<file path="config.mk">
export PLATFORM = sky130hd
export DESIGN_NAME = sdac_core
export DESIGN_NICKNAME = d
export VERILOG_FILES = /design/src/hw/sdac_core.v /design/src/hw/sdac_fifo.v
export VERILOG_INCLUDE_DIRS = /design/src /design/src/include
export SDC_FILE = /design/constraint.sdc
export NUM_CORES = 1
export LEC_CHECK = 0
export BUFFER_PORTS_ARGS = -buffer_cell sky130_fd_sc_hd__buf_2
export CAP_MARGIN = 15
export CORE_ASPECT_RATIO = 0.6
export CORE_MARGIN = 5
export CORE_UTILIZATION = 45
export DETAILED_ROUTE_END_ITERATION = 16
export GPL_ROUTABILITY_DRIVEN = 0
export MAX_ROUTING_LAYER = met4
export SYNTH_ARGS = -nofsm -noshare
export SYNTH_HDL_FRONTEND = slang
export SYNTH_SLANG_ARGS = --single-unit
</file>
<file path="constraint.sdc">
create_clock -name sys_clk_i -period 2.6 [get_ports sys_clk_i]
set_clock_uncertainty 0.2 [all_clocks]
set_input_delay 0.26 -clock sys_clk_i [delete_from_list [all_inputs] [get_ports sys_clk_i]]
set_output_delay 0.26 -clock sys_clk_i [all_outputs]
set_load 0.01 [all_outputs]
</file>
<file path="src/include/sdac_defs.vh">
// constants for the serial dac load and readback block
`ifndef SDAC_DEFS_VH
`define SDAC_DEFS_VH
`define SDAC_WORD_BITS 16
`define SDAC_RES_HI 14
`define SDAC_RES_LO 12
`define SDAC_CNT_W 5
`define SDAC_FIFO_DEPTH 8
`define SDAC_SYNC_STAGES 2
`endif

</file>
<file path="src/hw/sdac_core.v">
// serial dac control: shift register, dac register, readback, clear, power
`timescale 1ns/1ps
`default_nettype none
`include "sdac_defs.vh"
module sdac_core #(
  parameter RES = `SDAC_RES_HI,
  parameter WORD = `SDAC_WORD_BITS,
  parameter FDEPTH = `SDAC_FIFO_DEPTH
) (
  // clock and reset
  input wire sys_clk_i,
  input wire reset_n_i,
  // serial link pins
  input wire serial_clk_i,
  input wire frame_n_i,
  input wire serial_in_i,
  input wire load_strobe_n_i,
  input wire readback_enable_n_i,
  output reg serial_out_o,
  output reg serial_out_oe_o,
  // control pins
  input wire output_zero_n_i,
  input wire power_down_n_i,
  // analog side
  output reg [RES-1:0] dac_code_o,
  output reg output_at_ground_ref_o,
  output reg powered_down_o,
  // received word stream, update logic does not wait for it to be drained
  output reg word_valid_o,
  input wire word_ready_i,
  output reg [WORD-1:0] word_data_o
);
  // two-flop synchronisers, first stage read only by second
  reg [4:0] meta_reg;
  reg [4:0] sync_reg;
  reg sclk_d_reg;
  reg zero_d_reg;
  reg frame_d_reg;
  reg readback_enable_n_d_reg;
  always @(posedge sys_clk_i or negedge reset_n_i) begin
    if (!reset_n_i) begin
      meta_reg <= 5'h1F;
      sync_reg <= 5'h1F;
    end else begin
      meta_reg <= {serial_clk_i, frame_n_i, serial_in_i, load_strobe_n_i,
        readback_enable_n_i};
      sync_reg <= meta_reg;
    end
  end
  wire sclk_s = sync_reg[4];
  wire frame_s = sync_reg[3];
  wire serial_in_s = sync_reg[2];
  wire load_strobe_n_s = sync_reg[1];
  wire readback_enable_n_s = sync_reg[0];
  reg zero_m_reg;
  reg zero_s_reg;
  reg pd_m_reg;
  reg pd_s_reg;
  always @(posedge sys_clk_i or negedge reset_n_i) begin
    if (!reset_n_i) begin
      zero_m_reg <= 1'b1;
      zero_s_reg <= 1'b1;
      pd_m_reg <= 1'b1;
      pd_s_reg <= 1'b1;
    end else begin
      zero_m_reg <= output_zero_n_i;
      zero_s_reg <= zero_m_reg;
      pd_m_reg <= power_down_n_i;
      pd_s_reg <= pd_m_reg;
    end
  end
  wire sclk_fall = sclk_d_reg & ~sclk_s;
  wire frame_fall = frame_d_reg & ~frame_s;
  wire frame_rise = ~frame_d_reg & frame_s;
  wire zero_fall = zero_d_reg & ~zero_s_reg;
  wire zero_rise = ~zero_d_reg & zero_s_reg;
  wire readback_enable_n_fall = readback_enable_n_d_reg & ~readback_enable_n_s;
  // fifo holds completed words between frame end and dac update
  wire fifo_in_ready;
  wire fifo_out_valid;
  wire [WORD-1:0] fifo_out_data;
  reg fifo_push_reg;
  reg [WORD-1:0] fifo_word_reg;
  wire fifo_pop;
  sdac_fifo #(
    .WIDTH(WORD),
    .DEPTH(FDEPTH),
    .AW(3)
  ) u_fifo (
    .sys_clk_i(sys_clk_i),
    .reset_n_i(reset_n_i),
    .in_valid_i(fifo_push_reg),
    .in_ready_o(fifo_in_ready),
    .in_data_i(fifo_word_reg),
    .out_valid_o(fifo_out_valid),
    .out_ready_i(fifo_pop),
    .out_data_o(fifo_out_data)
  );
  reg [WORD-1:0] shift_reg;
  reg [`SDAC_CNT_W-1:0] bit_cnt_reg;
  reg in_frame_reg;
  reg sync_mode_reg;
  reg rb_arm_reg;
  reg rb_active_reg;
  reg pend_valid_reg;
  reg [WORD-1:0] pend_word_reg;
  reg [RES-1:0] dac_reg;
  reg cleared_reg;
  reg restore_reg;
  // only the low RES bits carry the code, straight binary
  wire [RES-1:0] fifo_code = fifo_out_data[RES-1:0];
  wire [RES-1:0] pend_code = pend_word_reg[RES-1:0];
  // two top bits of readback word are zero
  wire [WORD-1:0] rb_word = {{(WORD-RES){1'b0}}, dac_reg};
  // fifo drains into the pending word only while no update is pending
  assign fifo_pop = fifo_out_valid & ~pend_valid_reg;
  always @(posedge sys_clk_i or negedge reset_n_i) begin
    if (!reset_n_i) begin
      sclk_d_reg <= 1'b1;
      frame_d_reg <= 1'b1;
      zero_d_reg <= 1'b1;
      readback_enable_n_d_reg <= 1'b1;
      shift_reg <= {WORD{1'b0}};
      bit_cnt_reg <= {`SDAC_CNT_W{1'b0}};
      in_frame_reg <= 1'b0;
      sync_mode_reg <= 1'b0;
      rb_arm_reg <= 1'b0;
      rb_active_reg <= 1'b0;
      fifo_push_reg <= 1'b0;
      fifo_word_reg <= {WORD{1'b0}};
      pend_valid_reg <= 1'b0;
      pend_word_reg <= {WORD{1'b0}};
      dac_reg <= {RES{1'b0}};
      cleared_reg <= 1'b0;
      restore_reg <= 1'b0;
      serial_out_o <= 1'b0;
      serial_out_oe_o <= 1'b0;
      dac_code_o <= {RES{1'b0}};
      output_at_ground_ref_o <= 1'b0;
      powered_down_o <= 1'b0;
      word_valid_o <= 1'b0;
      word_data_o <= {WORD{1'b0}};
    end else begin
      sclk_d_reg <= sclk_s;
      frame_d_reg <= frame_s;
      zero_d_reg <= zero_s_reg;
      readback_enable_n_d_reg <= readback_enable_n_s;
      fifo_push_reg <= 1'b0;
      if (readback_enable_n_fall) begin
        rb_arm_reg <= 1'b1;
      end
      if (frame_fall) begin
        in_frame_reg <= 1'b1;
        bit_cnt_reg <= {`SDAC_CNT_W{1'b0}};
        sync_mode_reg <= ~load_strobe_n_s;
      end
      if (sclk_fall) begin
        if (rb_arm_reg && !readback_enable_n_s) begin
          // msb goes out now, so sixteen falls carry the whole word
          shift_reg <= {rb_word[WORD-2:0], 1'b0};
          rb_arm_reg <= 1'b0;
          rb_active_reg <= 1'b1;
        end else if (in_frame_reg && !frame_s) begin
          shift_reg <= {shift_reg[WORD-2:0], serial_in_s};
          if (bit_cnt_reg != WORD[`SDAC_CNT_W-1:0]) begin
            bit_cnt_reg <= bit_cnt_reg + 1'b1;
          end
        end else if (rb_active_reg) begin
          shift_reg <= {shift_reg[WORD-2:0], 1'b0};
        end
        // msb leaves on the same falling edge a new bit enters
        serial_out_o <= shift_reg[WORD-1];
        serial_out_oe_o <= ~shift_reg[WORD-1];
        if (rb_arm_reg && !readback_enable_n_s) begin
          serial_out_o <= rb_word[WORD-1];
          serial_out_oe_o <= ~rb_word[WORD-1];
        end
      end
      if (readback_enable_n_s && !rb_arm_reg) begin
        rb_active_reg <= 1'b0;
      end
      if (frame_rise && in_frame_reg) begin
        in_frame_reg <= 1'b0;
        // partial words are dropped, not loaded
        if (bit_cnt_reg == WORD[`SDAC_CNT_W-1:0]) begin
          word_data_o <= shift_reg;
          word_valid_o <= 1'b1;
          fifo_word_reg <= shift_reg;
          fifo_push_reg <= fifo_in_ready;
          restore_reg <= sync_mode_reg;
        end
      end
      if (word_valid_o && word_ready_i) begin
        word_valid_o <= 1'b0;
      end
      if (fifo_pop) begin
        pend_valid_reg <= 1'b1;
        pend_word_reg <= fifo_out_data;
      end
      // load at frame end if sync mode, else on strobe low later
      if (pend_valid_reg && (restore_reg || !load_strobe_n_s)) begin
        dac_reg <= pend_code;
        pend_valid_reg <= 1'b0;
        restore_reg <= 1'b0;
      end
      if (zero_fall) begin
        cleared_reg <= 1'b1;
      end else if (zero_rise && !load_strobe_n_s) begin
        cleared_reg <= 1'b0;
      end else if (zero_s_reg && !load_strobe_n_s) begin
        cleared_reg <= 1'b0;
      end
      // power state never touches dac_reg
      powered_down_o <= ~pd_s_reg;
      output_at_ground_ref_o <= cleared_reg;
      dac_code_o <= cleared_reg ? {RES{1'b0}} : dac_reg;
    end
  end
  wire unused_ok = &{1'b0, fifo_code};
endmodule // sdac_core
`default_nettype wire

</file>
<file path="src/hw/sdac_fifo.v">
// parameterised flip-flop fifo with valid and ready on both sides
`timescale 1ns/1ps
`default_nettype none
module sdac_fifo #(
  parameter WIDTH = 16,
  parameter DEPTH = 8,
  parameter AW = 3
) (
  // clock and reset
  input wire sys_clk_i,
  input wire reset_n_i,
  // fill side
  input wire in_valid_i,
  output wire in_ready_o,
  input wire [WIDTH-1:0] in_data_i,
  // drain side
  output wire out_valid_o,
  input wire out_ready_i,
  output wire [WIDTH-1:0] out_data_o
);
  reg [WIDTH-1:0] mem_reg [0:DEPTH-1];
  reg [AW-1:0] wr_reg;
  reg [AW-1:0] rd_reg;
  reg [AW:0] cnt_reg;
  wire push;
  wire pop;
  assign in_ready_o = (cnt_reg != DEPTH[AW:0]);
  assign out_valid_o = (cnt_reg != {(AW+1){1'b0}});
  assign out_data_o = mem_reg[rd_reg];
  assign push = in_valid_i & in_ready_o;
  assign pop = out_valid_o & out_ready_i;
  always @(posedge sys_clk_i) begin
    if (push) begin
      mem_reg[wr_reg] <= in_data_i;
    end
  end
  always @(posedge sys_clk_i or negedge reset_n_i) begin
    if (!reset_n_i) begin
      wr_reg <= {AW{1'b0}};
      rd_reg <= {AW{1'b0}};
      cnt_reg <= {(AW+1){1'b0}};
    end else begin
      if (push) begin
        wr_reg <= (wr_reg == DEPTH[AW-1:0] - 1'b1) ? {AW{1'b0}} :
          wr_reg + 1'b1;
      end
      if (pop) begin
        rd_reg <= (rd_reg == DEPTH[AW-1:0] - 1'b1) ? {AW{1'b0}} :
          rd_reg + 1'b1;
      end
      if (push & ~pop) begin
        cnt_reg <= cnt_reg + 1'b1;
      end else if (pop & ~push) begin
        cnt_reg <= cnt_reg - 1'b1;
      end
    end
  end
endmodule // sdac_fifo
`default_nettype wire

</file>
==> results of run 1 <==
[stage by stage]
| stage | hold slack, ps | instances | setup slack [ps] | area (µm²) |
|---|---|---|---|---|
| after floorplan | -235.6 | 599 | -23.54 | 9032 |
| after CTS | 33.39 | 966 | 14.38 | 10540 |
| after global placement | 13.39 | 917 | 114.7 | 9704 |
| final | 40.58 | 966 | 120.7 | 10550 |
| after detailed placement | 17.00 | 917 | -49.52 | 9704 |
| after global routing | 84.78 | 966 | -18.61 | 10550 |
[kinds of logic (layout without fill, tap and decap cells)]
kind of cell | after synthesis | in the layout | synth area share
AOI/OAI and AO/OA | 68 | 68 | 0.04827
xor gates and xnor gates | 2 | 2 | 0.001942
adders and majority gates | 12 | 12 | 0.01748
buffers and inverters | 43 | 137 | 0.02274
DFF | 232 | 232 | 0.7082
muxes | 112 | 112 | 0.1326
and+or+nand+nor | 130 | 130 | 0.06880
[worst max path at each step]
stage | from | end | slack [ps] | depth (start not counted)
6_report | u_fifo.cnt_reg[2]$_DFFE_PN0P_ | u_fifo.cnt_reg[3]$_DFFE_PN0P_ | 120 | 10
5_1_grt | u_fifo.cnt_reg[0]$_DFFE_PN0P_ | u_fifo.cnt_reg[3]$_DFFE_PN0P_ | -20 | 10
4_1_cts | u_fifo.cnt_reg[1]$_DFFE_PN0P_ | u_fifo.cnt_reg[3]$_DFFE_PN0P_ | 10 | 10
3_5_place_dp | u_fifo.cnt_reg[1]$_DFFE_PN0P_ | u_fifo.cnt_reg[3]$_DFFE_PN0P_ | -50 | 10
3_3_place_gp | u_fifo.cnt_reg[1]$_DFFE_PN0P_ | u_fifo.cnt_reg[3]$_DFFE_PN0P_ | 110 | 10
2_1_floorplan | u_fifo.cnt_reg[0]$_DFFE_PN0P_ | u_fifo.cnt_reg[3]$_DFFE_PN0P_ | -20 | 10
[area by class of cell]
cell class / count / area (µm²) / share of cell area
Timing Repair Buffer: 79 / 533.0 / 0.05051
Clock inverter: 4 / 50.05 / 0.004743
Inverter: 18 / 67.56 / 0.006403
Multi-Input combinational cell: 324 / 2481 / 0.2351
Tap cell: 273 / 341.6 / 0.03237
Clock buffer: 36 / 688.2 / 0.06521
Sequential cell: 232 / 6391 / 0.6056
[critical path: cells and delay by family (launching register included)]
family                     cells  cell delay [ps]
AOI/OAI and AO/OA              3              730
adders and majority gates      2              430
DFF                            1              430
and+or+nand+nor                3              420
buffers and inverters          2              150
[metal layers]
metal,track usage,routed length (µm),vias up
met5,-,0,-
met3,0.03169,695,28
li1,-,-,2328
met2,0.2373,8001,91
met1,0.2342,8611,2466
met4,0.03295,306,0
[cells in the mapped netlist, types with 2 or more instances]
cell	number
a21o_1	3
a21oi_1	22
a22o_1	2
a22oi_1	28
buf_2	11
buf_4	3
clkbuf_1	8
dfrtp_1	102
dfstp_2	18
edfxtp_1	112
ha_1	11
inv_1	15
inv_2	3
mux2_1	28
mux2_4	8
mux2i_1	76
nand2_1	50
nand2b_1	6
nand3_1	16
nor2_1	25
nor2b_1	16
nor3_1	10
o21ai_0	3
o21ai_1	7
xnor2_1	2
[power breakdown]
part / leakage, µW / switching (µW) / internal [µW]
registers: 0.00282 / 153 / 4030
clock network: 0.000364 / 1280 / 1910
logic: 0.00137 / 252 / 192
[repair_timing]
item	in CTS	in global routing
hold buffers	9	0
hold endpoints to repair	117	0
setup endpoints to repair	1	1
setup buffers	0	0
pin swaps	0	2
gates resized for setup	2	4
==> qor.yml, run 1 <==
slowest_stage: "dfrtp_1"
die_x_um: 192.8
nFillCells: 1644
vias_per_cell: 5.086
layout.nets: 699
rrSetupSlack_ps: 120
cts-htree-levels: 1
grt-ovfl-total: 0
p_total_uw: 7816
syn-cell-area_um2: 9021
relSlewSlack: 0.3001
cts_buffer_depth: 3
area_growth_pct: 16.98
insertion_delay_ps: 500
first_pass_iters: 5
syn_avg_cell_area_um2: 15.06
yosys.area.top_type: "edfxtp_1"
synth.distinct_cells: 39
cap_violations: 0
initial_utilization: 0.4540
yosysTopAreaCellShare: 0.3728
path_class: "flip-flop to flip-flop"
post_drt_wl_per_cell_um: 18.24
clock-sinks: 232
fin_setup_tns_ps: 0
outcome: "completed"
numPortBuffers: 44
tightest_slew_ps: 1050
cts_tree: "built"
io_pins: 45
synth_top_flop_cell: "edfxtp_1"
async_reset_ff_frac: 0.5172
r2r-end: "u_fifo.cnt_reg[3]$_DFFE_PN0P_"
final_cell_mix: "edfxtp_1 (112), dfrtp_1 (100), mux2i_1 (76)"
setup_viol: 0
hold_viol: 0
die_h_um: 119.7
reg2regPathDepth: 10
syn_nets: 621
path_cells: "nor3_4 > nand2_1 > nand2_1 > inv_2 > ha_2 > inv_1 > ha_1 > a21o_1 > a2111oi_2 > o31ai_1"
synth-edff-count: 112
dp_hpwl_mm: 11.53
timing.final.crit_share: 0.9536
grtUsageTotal: 0.1605
n_antenna_cell: 0
dieArea_um2: 23070
period_minus_slack_ps: 2479
synth.yosys.warnings: 0
coreArea_um2: 19870
drive_gt1_frac: 0.2121
layout_commonest_cell: "edfxtp_1"
path_max_fanout: 5
antenna_found_initial: 0
routed_wl_mm: 17.62
drv_slew: 0
drt_iter0_drc: 397
max_clock_freq_mhz: 403.3
crit_top_cell: "nand2_1"
largest_reg_flops: 112
arrival_ps: 2650
ant_nets: 0
cpPeakStageDelay_ps: 430
path_clk_slew_ps: 60
required_ps: 2770
vdd_ir_drop_max_uv: 390.8
numCtsBuffers: 22
via_count: 4913
worst_setup_path_end_kind: "flip-flop"
post-route-util: 0.5311
drc: 0
grt_start_max_net_pins: 58
yosysSeqAreaShare: 0.7082
netlist_instances: 599
min_path_type: "input port to async pin"
rows: 40
p_leak_uw: 0.004552
ys_ff_latch: 232
grt_pass1_wl_mm: 27.96
timing.rr.start: "u_fifo.cnt_reg[2]$_DFFE_PN0P_"
crit_path_start_kind: "flip-flop"
powerDensity_nw_per_um2: 740.7
root_buffer: "clkbuf_16"
netlist_top_cells_area: "edfxtp_1 (37%), dfrtp_1 (28%), mux2i_1 (8.4%)"
grt_pass1_vias: 5076
No activity file was read; power rests on OpenSTA's default activity.
==> run 2, diff against run 1 <==
CORE_ASPECT_RATIO = 1.2   (was 0.6)
==> run 2 against run 1 <==
Effect of this change: maximum frequency shrank 0.88%; first-iteration DRC count down 14%; non-clock buffer count stayed put; critical path depth up 1; via count is essentially flat; die area fell by 0.35%; largest cell class unchanged; largest power group unchanged.
==> qor.yml, run 2 (same netlist as run 1, synthesis figures left out) <==
outcome: "completed"
hold_viol: 0  # unchanged
routed_wl_mm: 17.86  # +1.4%
path_class: "flip-flop to flip-flop"
clock-sinks: 232  # unchanged
drv_slew: 0  # unchanged
layout.nets: 700  # +0.14%
reg2regPathDepth: 11  # +1
max_clock_freq_mhz: 399.8  # -0.88%
numPortBuffers: 44  # unchanged
path_max_fanout: 5  # unchanged
numCtsBuffers: 23  # +4.5%
arrival_ps: 2670  # +20 ps
grt_pass1_wl_mm: 29.05  # +3.9%
ant_nets: 0  # unchanged
cts-htree-levels: 1  # unchanged
io_pins: 45  # unchanged
p_leak_uw: 0.004555  # about the same
cp-startpoint: "u_fifo.cnt_reg[2]$_DFFE_PN0P_"
via_count: 4909  # -0.081%
worst_setup_path_end_kind: "flip-flop"
r2r-end: "u_fifo.cnt_reg[3]$_DFFE_PN0P_"
relSlewSlack: 0.5163  # +0.2162
drt_iter0_drc: 340  # -14%
cts_tree: "built"
path_clk_slew_ps: 60  # about the same
path_cells: "nor3_4 > nand2_1 > nand2_2 > inv_2 > ha_2 > inv_1 > ha_1 > a21o_4 > a21oi_4 > mux2i_1 > o31ai_1"
first_pass_iters: 4  # -1
cts_buffer_depth: 3  # unchanged
setup_viol: 0  # unchanged
final_cell_mix: "edfxtp_1 (112), dfrtp_1 (100), mux2i_1 (76)"
root_buffer: "clkbuf_16"
dp_hpwl_mm: 11.25  # -2.5%
tightest_slew_ps: 723.9  # -326.0 ps
rrSetupSlack_ps: 100  # -20 ps
powerDensity_nw_per_um2: 735.5  # -0.69%
vdd_ir_drop_max_uv: 511.0  # +31%
min_path_type: "input port to async pin"
drc: 0  # unchanged
initial_utilization: 0.4598  # +0.005791
timing.final.crit_share: 0.9621  # +0.008483
insertion_delay_ps: 490  # about the same
crit_path_start_kind: "flip-flop"
rows: 56  # +40%
cpPeakStageDelay_ps: 410  # -20 ps
fin_setup_tns_ps: 0  # unchanged
post-route-util: 0.5402  # +0.009071
cap_violations: 0  # unchanged
antenna_found_initial: 0  # unchanged
grt_start_max_net_pins: 57  # -1.7%
required_ps: 2770  # about the same
die_h_um: 165.1  # +38%
drive_gt1_frac: 0.2248  # +0.01266
coreArea_um2: 19620  # -1.3%
timing.rr.start: "u_fifo.cnt_reg[2]$_DFFE_PN0P_"
grtUsageTotal: 0.1631  # +0.002648
n_antenna_cell: 0  # unchanged
layout_commonest_cell: "edfxtp_1"
dieArea_um2: 22990  # -0.35%
vias_per_cell: 5.140  # +1.1%
area_growth_pct: 17.48
hold_ws_ps: 126.8  # +86.25 ps
slowest_stage: "dfrtp_1"
largest_reg_flops: 112  # unchanged
period_minus_slack_ps: 2501  # +22.06 ps
grt-ovfl-total: 0  # unchanged
die_x_um: 139.3  # -28%
post_drt_wl_per_cell_um: 18.70  # +2.5%
grt_pass1_vias: 5279  # +4.0%
==> run 2: worst max-delay path, delay by kind of cell (launching register included) <==
family          cells  cell delay, ps
compound gates      3             470
fa+ha+maj           2             460
simple gates        3             430
flops               1             410
mux                 1             230
buf+inv             2             170
==> run 2: layer usage <==
layer / GRT usage / wire length [µm] / vias to the layer above
met1: 0.2086 / 7845 / 2480
met5: - / 0 / -
li1: - / - / 2317
met4: 0.04404 / 363 / 0
met3: 0.01757 / 500 / 28
met2: 0.2812 / 9148 / 84
==> run 2: worst max path at each step <==
stage / endpoint / slack, ps / depth (start not counted)
global placement: u_fifo.cnt_reg[3]$_DFFE_PN0P_ / 130 / 10
finish: u_fifo.cnt_reg[3]$_DFFE_PN0P_ / 100 / 11
global route: u_fifo.cnt_reg[3]$_DFFE_PN0P_ / -20 / 11
detailed placement: u_fifo.cnt_reg[3]$_DFFE_PN0P_ / -100 / 10
CTS: u_fifo.cnt_reg[3]$_DFFE_PN0P_ / 9 / 10
floorplan: u_fifo.cnt_reg[3]$_DFFE_PN0P_ / -20 / 10
==> run 2: repair_timing <==
item / CTS / global route
setup buffers: 0 / 2
gates cloned: 0 / 0
setup endpoints to repair: 1 / 2
pin swaps: 1 / 5
gates resized for setup: 5 / 7
endpoints found under the hold margin: 52 / 0
hold buffers: 9 / 0
==> run 2: where the power goes <==
group,internal [µW],total [µW],switching (µW),leakage [µW]
logic,195,442,247,0.00138
registers,4030,4180,153,0.00282
clock network,1850,3170,1320,0.000360
total,6070,7800,1720,0.00456
==> run 2: area by class of cell <==
type                    count  area, µm²
clock buffers              29      644.4
well taps                 261      326.6
clock inverters            12      86.33
inverters                  18      67.56
flip-flops and latches    232       6391
repair buffers             79      558.0
multi-input cells         324       2524
fillers                  1651       9021
==> run 2: stage by stage <==
step	instances	area, µm²	setup slack [ps]	power (µW)
after global placement	903	9699	130.6	4656
after floorplan	599	9032	-23.54	4500
after CTS	953	10540	9.150	7875
after global routing	955	10600	-23.79	8110
final	955	10600	98.63	7795
after detailed placement	903	9699	-97.26	4686
